===== src/common/uart_flow_pkg.sv =====
package uart_flow_pkg;

  // Register byte offsets
  localparam logic [5:0] OFF_SERIAL_CONTROL = 6'h00;
  localparam logic [5:0] OFF_SOFT_FLOW      = 6'h04;
  localparam logic [5:0] OFF_FLOW_CHARS     = 6'h08;
  localparam logic [5:0] OFF_DIVISOR        = 6'h0C;
  localparam logic [5:0] OFF_FIFO_LEVEL     = 6'h10;
  localparam logic [5:0] OFF_SERIAL_FLAG    = 6'h14;
  localparam logic [5:0] OFF_RAW_STATUS     = 6'h18;
  localparam logic [5:0] OFF_INT_MASK       = 6'h1C;
  localparam logic [5:0] OFF_MASKED_STATUS  = 6'h20;

  // Serial control register bits
  localparam int BIT_UART_ENABLE  = 0;
  localparam int BIT_REQUEST_FLOW = 1;
  localparam int BIT_CLEAR_FLOW   = 2;
  localparam int BIT_OVERSAMPLE   = 3;

  // Soft flow control register fields
  localparam int BIT_SOFT_MASTER  = 0;
  localparam int POS_RX_MODE      = 1;
  localparam int POS_TX_MODE      = 3;
  localparam int BIT_RESUME_ANY   = 5;
  localparam int BIT_SPECIAL_CHAR = 6;
  localparam int POS_RESUME_STRAT = 7;

  // Character register byte positions
  localparam int POS_RESUME_FIRST  = 0;
  localparam int POS_RESUME_SECOND = 8;
  localparam int POS_PAUSE_FIRST   = 16;
  localparam int POS_PAUSE_SECOND  = 24;

  // Divisor fields and fill levels
  localparam int POS_DIV_FRAC  = 16;
  localparam int DIV_INT_W     = 16;
  localparam int DIV_FRAC_W    = 6;
  localparam int FILL_W        = 7;
  localparam int POS_TRIGGER   = 8;
  localparam logic [6:0] FIFO_DEPTH = 7'h40;

  // Last oversample count per bit for each ratio
  localparam logic [3:0] OVS_LAST_16 = 4'hF;
  localparam logic [3:0] OVS_LAST_8  = 4'h7;

  // Match and insert mode codes
  localparam logic [1:0] MODE_OFF    = 2'h0;
  localparam logic [1:0] MODE_FIRST  = 2'h1;
  localparam logic [1:0] MODE_SECOND = 2'h2;
  localparam logic [1:0] MODE_BOTH   = 2'h3;

  // Reset values
  localparam logic [31:0] RST_SERIAL_CONTROL = 32'h0000_0000;
  localparam logic [31:0] RST_SOFT_FLOW      = 32'h0000_0000;
  localparam logic [31:0] RST_FLOW_CHARS     = 32'h1311_1311;
  localparam logic [31:0] RST_DIVISOR        = 32'h0000_0001;
  localparam logic [31:0] RST_FIFO_LEVEL     = 32'h0000_2020;

  // Received character with its status nibble
  typedef struct packed {
    logic [3:0] status;
    logic [7:0] data;
  } rx_char_s;

  // Programmed flow characters
  typedef struct packed {
    logic [7:0] pauseSecond;
    logic [7:0] pauseFirst;
    logic [7:0] resumeSecond;
    logic [7:0] resumeFirst;
  } flow_chars_s;

  // Automatic insertion sequencer
  typedef enum logic [1:0] {
    INS_IDLE,
    INS_FIRST,
    INS_SECOND,
    INS_DRAIN
  } insert_state_e;

endpackage


===== src/design/baud_tick_gen.sv =====
`timescale 1ns/1ps
module baud_tick_gen
  import uart_flow_pkg::*;
(
  // Clock and reset
  input  wire logic                  clk,
  input  wire logic                  rst,
  // Divisor settings
  input  wire logic [DIV_INT_W-1:0]  divisorInt,
  input  wire logic [DIV_FRAC_W-1:0] divisorFrac,
  input  wire logic                  oversampleSel,
  // Tick outputs
  output logic                       sampleTick,
  output logic                       bitTick
);

  logic [DIV_INT_W-1:0]  count;
  logic [DIV_FRAC_W-1:0] fracAcc;
  logic                  stretch;
  logic [3:0]            sampleCount;
  logic [DIV_FRAC_W:0]   fracSum;
  logic                  periodEnd;

  // One extra clock whenever the fraction accumulator overflows
  assign fracSum   = {1'b0, fracAcc} + {1'b0, divisorFrac};
  assign periodEnd = ({1'b0, count} + 17'h00001 >= {1'b0, divisorInt} + {16'h0000, stretch});

  // Fractional divider producing the oversample tick
  always_ff @(posedge clk) begin
    if (rst) begin
      count      <= 16'h0000;
      fracAcc    <= 6'h00;
      stretch    <= 1'b0;
      sampleTick <= 1'b0;
    end else if (periodEnd) begin
      count      <= 16'h0000;
      fracAcc    <= fracSum[DIV_FRAC_W-1:0];
      stretch    <= fracSum[DIV_FRAC_W];
      sampleTick <= 1'b1;
    end else begin
      count      <= count + 16'h0001;
      sampleTick <= 1'b0;
    end
  end

  // Divide by sixteen or eight oversample ticks per bit
  always_ff @(posedge clk) begin
    if (rst) begin
      sampleCount <= 4'h0;
      bitTick     <= 1'b0;
    end else if (sampleTick) begin
      bitTick     <= (sampleCount >= (oversampleSel ? OVS_LAST_8 : OVS_LAST_16));
      sampleCount <= (sampleCount >= (oversampleSel ? OVS_LAST_8 : OVS_LAST_16)) ?
                     4'h0 : sampleCount + 4'h1;
    end else begin
      bitTick <= 1'b0;
    end
  end

endmodule


===== src/design/uart_flow_control.sv =====
`timescale 1ns/1ps
module uart_flow_control (
  // Clock and reset
  input  wire logic                       clk,
  input  wire logic                       rst,
  // Avalon-MM register slave
  input  wire logic [5:0]                 address,
  input  wire logic                       read,
  input  wire logic                       write,
  input  wire logic [31:0]                writedata,
  output logic      [31:0]                readdata,
  output logic                            waitrequest,
  // Receive path from deframer and to receive FIFO
  input  wire logic                       rxValid,
  input  wire uart_flow_pkg::rx_char_s    rxChar,
  input  wire logic [uart_flow_pkg::FILL_W-1:0] rxFill,
  output logic                            rxStore,
  output uart_flow_pkg::rx_char_s         rxStoreChar,
  // Transmit path from transmit FIFO and to framer
  input  wire logic                       txFifoEmpty,
  input  wire logic [7:0]                 txFifoData,
  input  wire logic                       txBusy,
  output logic                            txFifoPop,
  output logic                            txStart,
  output logic [7:0]                      txByte,
  // Baud ticks for framer and deframer
  output logic                            sampleTick,
  output logic                            bitTick,
  // Modem pins
  input  wire logic                       ctsN,
  output logic                            rtsN,
  // Pause interrupt
  output logic                            pauseIrq
);
  import uart_flow_pkg::*;

  logic [31:0]         serialControl;
  logic [31:0]         softFlow;
  flow_chars_s         flowChars;
  logic [31:0]         divisor;
  logic [31:0]         fifoLevel;
  logic                pauseRaw;
  logic                pauseMask;
  logic                ack;
  logic                regWrite;
  logic                uartEnable;
  logic                softMaster;
  logic [1:0]          rxMode;
  logic [1:0]          txMode;
  logic [1:0]          resumeMode;
  logic [FILL_W-1:0]   watermark;
  logic [FILL_W-1:0]   triggerLevel;
  logic                txPaused;
  logic                pausePartial;
  logic                resumePartial;
  logic [1:0]          pauseHit;
  logic [1:0]          resumeHit;
  logic                matchActive;
  logic                specialHit;
  logic                pauseSet;
  logic                resumeSet;
  logic                storeChar;
  logic                remoteHalted;
  insert_state_e       insState;
  logic                insResume;
  logic [1:0]          insMode;
  logic                startGuard;
  logic                txIdle;
  logic                ctsOk;
  logic                swTxActive;

  // Returns {full match, first half of a pair} for one character class
  function automatic logic [1:0] charMatch(input logic [1:0] mode, input logic [7:0] data,
                                           input logic [7:0] first, input logic [7:0] second,
                                           input logic partial);
    logic [1:0] hit;
    hit = 2'b00;
    case (mode)
      MODE_FIRST:  hit = {data == first, 1'b0};
      MODE_SECOND: hit = {data == second, 1'b0};
      MODE_BOTH:   hit = partial ? {data == second, 1'b0} : {1'b0, data == first};
      default:     hit = 2'b00;
    endcase
    return hit;
  endfunction

  // Picks the character to insert for a mode and sequence step
  function automatic logic [7:0] insertChar(input logic [1:0] mode, input logic step,
                                            input logic [7:0] first, input logic [7:0] second);
    return (mode == MODE_SECOND || step) ? second : first;
  endfunction

  // Control fields
  assign uartEnable   = serialControl[BIT_UART_ENABLE];
  assign softMaster   = softFlow[BIT_SOFT_MASTER];
  assign rxMode       = softFlow[POS_RX_MODE +: 2];
  assign txMode       = softFlow[POS_TX_MODE +: 2];
  assign resumeMode   = (softFlow[POS_RESUME_STRAT +: 2] == MODE_OFF) ?
                        rxMode : softFlow[POS_RESUME_STRAT +: 2];
  assign watermark    = fifoLevel[FILL_W-1:0];
  assign triggerLevel = fifoLevel[POS_TRIGGER +: FILL_W];
  assign swTxActive   = softMaster && (txMode != MODE_OFF);

  // Bus handshake: every access waits one cycle, then completes
  assign waitrequest = (read || write) && !ack;
  assign regWrite    = write && ack;

  always_ff @(posedge clk) begin
    if (rst) begin
      ack <= 1'b0;
    end else begin
      ack <= (read || write) && !ack;
    end
  end

  // Read data captured while the request waits
  always_ff @(posedge clk) begin
    if (rst) begin
      readdata <= 32'h0000_0000;
    end else if (read && !ack) begin
      case (address)
        OFF_SERIAL_CONTROL: readdata <= serialControl;
        OFF_SOFT_FLOW:      readdata <= softFlow;
        OFF_FLOW_CHARS:     readdata <= flowChars;
        OFF_DIVISOR:        readdata <= divisor;
        OFF_FIFO_LEVEL:     readdata <= fifoLevel;
        OFF_SERIAL_FLAG:    readdata <= {27'h0000000, !ctsN, !rtsN, insState != INS_IDLE,
                                         txPaused, remoteHalted};
        OFF_RAW_STATUS:     readdata <= {31'h00000000, pauseRaw};
        OFF_INT_MASK:       readdata <= {31'h00000000, pauseMask};
        OFF_MASKED_STATUS:  readdata <= {31'h00000000, pauseRaw && pauseMask};
        default:            readdata <= 32'h0000_0000;
      endcase
    end
  end

  // Software-written configuration
  always_ff @(posedge clk) begin
    if (rst) begin
      serialControl <= RST_SERIAL_CONTROL;
      softFlow      <= RST_SOFT_FLOW;
      flowChars     <= RST_FLOW_CHARS;
      divisor       <= RST_DIVISOR;
      fifoLevel     <= RST_FIFO_LEVEL;
      pauseMask     <= 1'b0;
    end else if (regWrite) begin
      case (address)
        OFF_SERIAL_CONTROL: serialControl <= {28'h0000000, writedata[3:0]};
        OFF_SOFT_FLOW:      softFlow      <= {23'h000000, writedata[8:0]};
        OFF_FLOW_CHARS:     flowChars     <= writedata;
        OFF_DIVISOR:        divisor       <= {10'h000, writedata[21:0]};
        OFF_FIFO_LEVEL:     fifoLevel     <= {17'h00000, writedata[14:8], 1'b0, writedata[6:0]};
        OFF_INT_MASK:       pauseMask     <= writedata[0];
        default:            ;
      endcase
    end
  end

  // Character matching, status bits ignored
  assign matchActive = softMaster && (rxMode != MODE_OFF);
  assign pauseHit    = charMatch(rxMode, rxChar.data, flowChars.pauseFirst,
                                 flowChars.pauseSecond, pausePartial);
  assign resumeHit   = charMatch(resumeMode, rxChar.data, flowChars.resumeFirst,
                                 flowChars.resumeSecond, resumePartial);
  assign specialHit  = rxValid && !softMaster && softFlow[BIT_SPECIAL_CHAR] &&
                       (rxChar.data == flowChars.pauseSecond);
  assign pauseSet    = (rxValid && matchActive && !txPaused && pauseHit[1]) || specialHit;
  assign resumeSet   = rxValid && matchActive && txPaused &&
                       (resumeHit[1] || softFlow[BIT_RESUME_ANY]);

  // Decide which received characters reach the receive FIFO
  always_comb begin
    storeChar = uartEnable && rxValid && (rxFill < FIFO_DEPTH);
    if (matchActive && rxValid) begin
      if (txPaused) begin
        if (!softFlow[BIT_RESUME_ANY] && (resumeHit != 2'b00)) begin
          storeChar = 1'b0;
        end
      end else if (pauseHit != 2'b00) begin
        storeChar = 1'b0;
      end
    end
  end

  always_ff @(posedge clk) begin
    if (rst) begin
      rxStore     <= 1'b0;
      rxStoreChar <= 12'h000;
    end else begin
      rxStore     <= storeChar;
      rxStoreChar <= rxChar;
    end
  end

  // Pause and resume sequencing, half pairs dropped on a mismatch
  always_ff @(posedge clk) begin
    if (rst) begin
      txPaused      <= 1'b0;
      pausePartial  <= 1'b0;
      resumePartial <= 1'b0;
    end else if (!matchActive) begin
      txPaused      <= 1'b0;
      pausePartial  <= 1'b0;
      resumePartial <= 1'b0;
    end else if (rxValid) begin
      if (txPaused) begin
        resumePartial <= resumeHit[0];
        txPaused      <= !resumeSet;
      end else begin
        pausePartial  <= pauseHit[0];
        txPaused      <= pauseHit[1];
      end
    end
  end

  // Raw pause flag: hardware set wins over any clear
  always_ff @(posedge clk) begin
    if (rst) begin
      pauseRaw <= 1'b0;
    end else if (pauseSet) begin
      pauseRaw <= 1'b1;
    end else if (resumeSet) begin
      pauseRaw <= 1'b0;
    end else if (regWrite && address == OFF_RAW_STATUS && writedata[0]) begin
      pauseRaw <= 1'b0;
    end
  end

  // Interrupt line from the masked flag
  always_ff @(posedge clk) begin
    if (rst) begin
      pauseIrq <= 1'b0;
    end else begin
      pauseIrq <= pauseRaw && pauseMask;
    end
  end

  // Request-to-send from the receive watermark
  always_ff @(posedge clk) begin
    if (rst) begin
      rtsN <= 1'b1;
    end else if (serialControl[BIT_REQUEST_FLOW]) begin
      rtsN <= !(rxFill < watermark);
    end else begin
      rtsN <= 1'b0;
    end
  end

  // Transmit start gating
  assign txIdle = !txBusy && !txStart && !startGuard;
  assign ctsOk  = !serialControl[BIT_CLEAR_FLOW] || !ctsN;

  // Automatic pause and resume insertion sequencer
  always_ff @(posedge clk) begin
    if (rst) begin
      insState     <= INS_IDLE;
      insResume    <= 1'b0;
      insMode      <= MODE_OFF;
      remoteHalted <= 1'b0;
    end else begin
      case (insState)
        INS_IDLE: begin
          if (swTxActive && !remoteHalted && rxFill >= triggerLevel) begin
            insState  <= INS_FIRST;
            insResume <= 1'b0;
            insMode   <= txMode;
          end else if (remoteHalted && (!swTxActive || rxFill < triggerLevel)) begin
            insState  <= INS_FIRST;
            insResume <= 1'b1;
          end
        end
        INS_FIRST: begin
          if (txIdle && uartEnable && ctsOk) begin
            insState <= (insMode == MODE_BOTH) ? INS_SECOND : INS_DRAIN;
          end
        end
        INS_SECOND: begin
          if (txIdle && uartEnable && ctsOk) begin
            insState <= INS_DRAIN;
          end
        end
        INS_DRAIN: begin
          if (txIdle) begin
            insState     <= INS_IDLE;
            remoteHalted <= !insResume;
          end
        end
        default: insState <= INS_IDLE;
      endcase
    end
  end

  // Start one character: inserted flow characters first, then FIFO data
  always_ff @(posedge clk) begin
    if (rst) begin
      txStart    <= 1'b0;
      txFifoPop  <= 1'b0;
      txByte     <= 8'h00;
      startGuard <= 1'b0;
    end else begin
      startGuard <= txStart;
      txStart    <= 1'b0;
      txFifoPop  <= 1'b0;
      if (txIdle && uartEnable && ctsOk) begin
        if (insState == INS_FIRST || insState == INS_SECOND) begin
          txStart <= 1'b1;
          txByte  <= insResume ?
                     insertChar(insMode, insState == INS_SECOND,
                                flowChars.resumeFirst, flowChars.resumeSecond) :
                     insertChar(insMode, insState == INS_SECOND,
                                flowChars.pauseFirst, flowChars.pauseSecond);
        end else if (!txFifoEmpty && !txPaused && insState == INS_IDLE) begin
          txStart   <= 1'b1;
          txFifoPop <= 1'b1;
          txByte    <= txFifoData;
        end
      end
    end
  end

  // Fractional baud tick generator
  baud_tick_gen baudGen (
    .clk           (clk),
    .rst           (rst),
    .divisorInt    (divisor[DIV_INT_W-1:0]),
    .divisorFrac   (divisor[POS_DIV_FRAC +: DIV_FRAC_W]),
    .oversampleSel (serialControl[BIT_OVERSAMPLE]),
    .sampleTick    (sampleTick),
    .bitTick       (bitTick)
  );

endmodule


===== config.mk =====
export PLATFORM = sky130hd
export DESIGN_NAME = uart_flow_control
export DESIGN_NICKNAME = d
export VERILOG_FILES = /design/src/common/uart_flow_pkg.sv /design/src/design/baud_tick_gen.sv /design/src/design/uart_flow_control.sv
export SDC_FILE = /design/constraint.sdc
export NUM_CORES = 1
export LEC_CHECK = 0
export BUFFER_PORTS_ARGS = -buffer_cell sky130_fd_sc_hd__buf_2
export CAP_MARGIN = 15
export CORE_MARGIN = 2
export CORE_UTILIZATION = 52
export DETAILED_ROUTE_END_ITERATION = 10
export PLACE_DENSITY = 0.77
export SLEW_MARGIN = 20
export SYNTH_ARGS = -nofsm -noshare
export SYNTH_HDL_FRONTEND = slang
export SYNTH_SLANG_ARGS = --single-unit
export TNS_END_PERCENT = 50

===== constraint.sdc =====
create_clock -name clk -period 3.1 [get_ports clk]
set_clock_uncertainty 0.05 [all_clocks]
set_input_delay 0.31 -clock clk [delete_from_list [all_inputs] [get_ports clk]]
set_output_delay 0.31 -clock clk [all_outputs]
set_load 0.02 [all_outputs]

==> flow_metrics.py <==
metrics = {
    "run_status": {
        "status": "finished, final reports clean",
    },
    "power": {
        "powerDensity_nw_per_um2": 488,
        "peakVddDrop_mv": 0.401,
        "pwr-share-seq_pct": 46.4,
        "internal_power_mw": 3.81,
        "p_switching_mw": 1.34,
        "p_comb_share_pct": 11.4,
        "p_sw_share_pct": 26.1,
        "clock_power_share_pct": 42.1,
        "p_leak_nw": 4.13,
        "finalPower_mw": 5.15,
    },
    "floorplanning": {
        "die_w_um": 135,
        "fp.dieArea_sq_um": 18300,
        "start_util_pct": 52.5,
        "rows": 48,
        "die_h_um": 135,
        "ios": 133,
        "core_area_sq_um": 17100,
    },
    "synthesis": {
        "synthArstFlopShare_pct": 0,
        "ys_warn_count": 0,
        "ys_types": 63,
        "syn-instance-count": 1078,
        "syn-num-nets": 1197,
        "synthesis.area_sq_um": 8960,
        "yosys.area.top_type": "dfxtp_1",
        "synth.avg_cell_area_sq_um": 8.31,
        "ys_ff_latch": 180,
        "synth_seq_area_share_pct": 40.2,
        "synth-main-ff-cell": "dfxtp_1",
        "yosys-top-cells-area": "dfxtp_1 (40%), nand2_1 (9.0%), a21oi_1 (7.3%)",
        "synth_edf_count": 0,
        "synth.top_cell.area_share_pct": 40.2,
    },
    "setup_path": {
        "cp_slowest_stage_delay_ns": 0.42,
        "worstPathArrival_ns": 3.22,
        "cp_top_family": "compound AO/OA/AOI/OAI gates",
        "setup.worst_path.end_class": "flop",
        "crit_buf_inv": 1,
        "path_cells": "nand3_2 -> nor3_2 -> and2_1 -> xor2_1 -> ha_1 -> a21oi_1 -> nand2_1 -> a221o_1 -> a31oi_4 -> buf_4 -> a2111oi_2 -> a31o_2",
        "slowest_stage": "dfxtp_1",
        "criticalPathCategory": "flop to flop",
        "crit_required_ns": 3.38,
        "r2r_slack_ns": 0.16,
        "cp_max_fo": 4,
        "crit_path_start_kind": "flop",
    },
    "place": {
        "numPortBuffers": 132,
        "gp_congestion": 0.934,
        "dp_hpwl_mm": 19.1,
        "pre_cts_ws_ns": -0.0897,
        "place_area_sq_um": 9860,
        "dp.cells": 1403,
    },
    "route": {
        "wl_per_cell_um": 17.8,
        "antenna_left": 0,
        "dr_total_vias": 8362,
        "vias_per_cell": 5.82,
        "wirelength_mm": 25.5,
        "drc_errors": 0,
        "drt-pass1-iter-count": 9,
        "drt-initial-drc-count": 839,
    },
    "clocking": {
        "cts_inserted_buffers": 17,
        "cts_hold_buf": 0,
        "clock_sink_count": 180,
        "cts_max_level": 4,
        "clock_path_buffers": 2,
        "clk_pin_slew_ns": 0.07,
        "cts_tree": "built",
        "clock_latency_ns": 0.43,
        "cts-root-buf": "clkbuf_16",
    },
    "sta": {
        "period_minus_slack_ns": 2.94,
        "fmax_ghz": 0.340,
        "tightest_slew_ns": 0.827,
        "setup_viol": 0,
        "hold_violations": 0,
        "max-slew-margin-rel_pct": 44.7,
        "min_period_over_period_pct": 94.8,
        "whs_ns": 0.0305,
        "layout_setup_ws_ns": 0.160,
        "tns_ns": 0,
        "maxSlewViolCount": 0,
    },
    "final_layout": {
        "nets": 1318,
        "num-fill-cells": 1467,
        "syn_to_final_growth_pct": 17.6,
        "seq_area_sq_um": 3610,
        "stdcell_count": 1438,
        "final_area_sq_um": 10500,
        "final_util_pct": 61.8,
        "final_cell_mix": "nand2_1 (214), dfxtp_1 (176), buf_2 (131)",
        "final_common_cell": "nand2_1",
        "multiInputGateArea_sq_um": 5010,
        "drive_above_1_share_pct": 20.0,
    },
    "global_route": {
        "grt_max_degree": 59,
        "antenna_found_initial": 2,
        "grt_pass1_vias": 7678,
        "globalRouteTotalUtil_pct": 28.2,
        "overflow": 0,
        "grt_pass1_wl_mm": 40.4,
    },
    "min_path": {
        "min_path_type": "primary input to flop",
    },
    "run": {
        "max-cap-violations": 0,
    },
}
## timing repair
action                                  CTS  global route
endpoints found under the setup margin   21            24
cloned                                    0             0
resized for setup                         2            21
buffers inserted                          2             0
pin swaps                                 0             4
## cell type report
| class | count | share of cell area [%] |
|---|---|---|
| diodes | 1 | 0.0237 |
| clock buffers | 19 | 4.20 |
| clock inverters | 13 | 1.42 |
| inverters | 30 | 1.07 |
| multi-input cells | 803 | 47.5 |
| flip-flops and latches | 180 | 34.2 |
| well taps | 225 | 2.67 |
| repair buffers | 167 | 8.82 |
## worst paths after layout
path                                      to                        start  depth (start not counted)
max reg2reg  baudGen.fracAcc[2]$_SDFFE_PP0P_  baudGen.count[4]$_SDFF_PP0_                         12
min reg2reg      baudGen.count[0]$_SDFF_PP0_  baudGen.count[0]$_SDFF_PP0_                          1
min               rxStoreChar[11]$_SDFF_PP0_                   rxChar[11]                          2
max          baudGen.fracAcc[2]$_SDFFE_PP0P_  baudGen.count[4]$_SDFF_PP0_                         12
## cells in the mapped netlist (3+ instances only)
cell	number
nor4_1	4
nor2b_1	32
nor2_1	54
nand2b_1	7
nand2_1	214
nand4_1	12
a21boi_0	4
xnor2_1	30
o211ai_1	3
nor3_1	16
buf_2	13
buf_1	5
ha_1	45
buf_4	4
xor2_1	36
and2_1	7
o21a_1	4
inv_1	29
a31oi_1	15
mux2i_1	13
a21oi_1	131
nand3_1	64
o31ai_1	3
a211oi_1	7
a31o_2	4
and3_1	9
a21o_1	5
dfxtp_1	180
and4_1	3
o21ai_0	20
a222oi_1	16
mux4_2	8
clkbuf_1	40
## registers in the layout, summed over array words and instances (netlist names), 2 cells and up
register / flops
baudGen.count: 16
baudGen.fracAcc: 6
baudGen.sampleCount: 4
divisor: 22
fifoLevel: 14
flowChars: 32
insMode: 2
insState: 2
readdata: 32
rxStoreChar: 12
serialControl: 4
softFlow: 9
txByte: 8
## metal layers
| metal | GRT usage (%) | routed length [um] | vias to the layer above |
|---|---|---|---|
| met5 | 0 | 0 | - |
| met1 | 38.0 | 11000 | 3936 |
| met2 | 43.3 | 11600 | 373 |
| li1 | - | - | 3994 |
| met3 | 5.91 | 2000 | 59 |
| met4 | 13.7 | 946 | 0 |
## power groups by stage
| stage | logic (mW) | clock network (mW) | registers (mW) |
|---|---|---|---|
| detailed placement | 0.552 | 0 | 2.44 |
| finish | 0.589 | 2.17 | 2.39 |
| floorplan | 0.353 | 0 | 2.45 |
| global placement | 0.542 | 0 | 2.44 |
| CTS | 0.573 | 2.19 | 2.39 |
| global route | 0.638 | 2.29 | 2.39 |
## logic make-up after synthesis
kind of cell,count (synthesis),synth area share (%)
XOR/XNOR,66,6.45
flip-flops,180,40.2
buffers and inverters,95,4.51
multiplexers,23,3.71
AND/OR/NAND/NOR,439,23.0
adder cells (fa/ha/maj),46,6.51
AO/OA/AOI/OAI,229,15.7
Power figures use the tool's default switching activity.
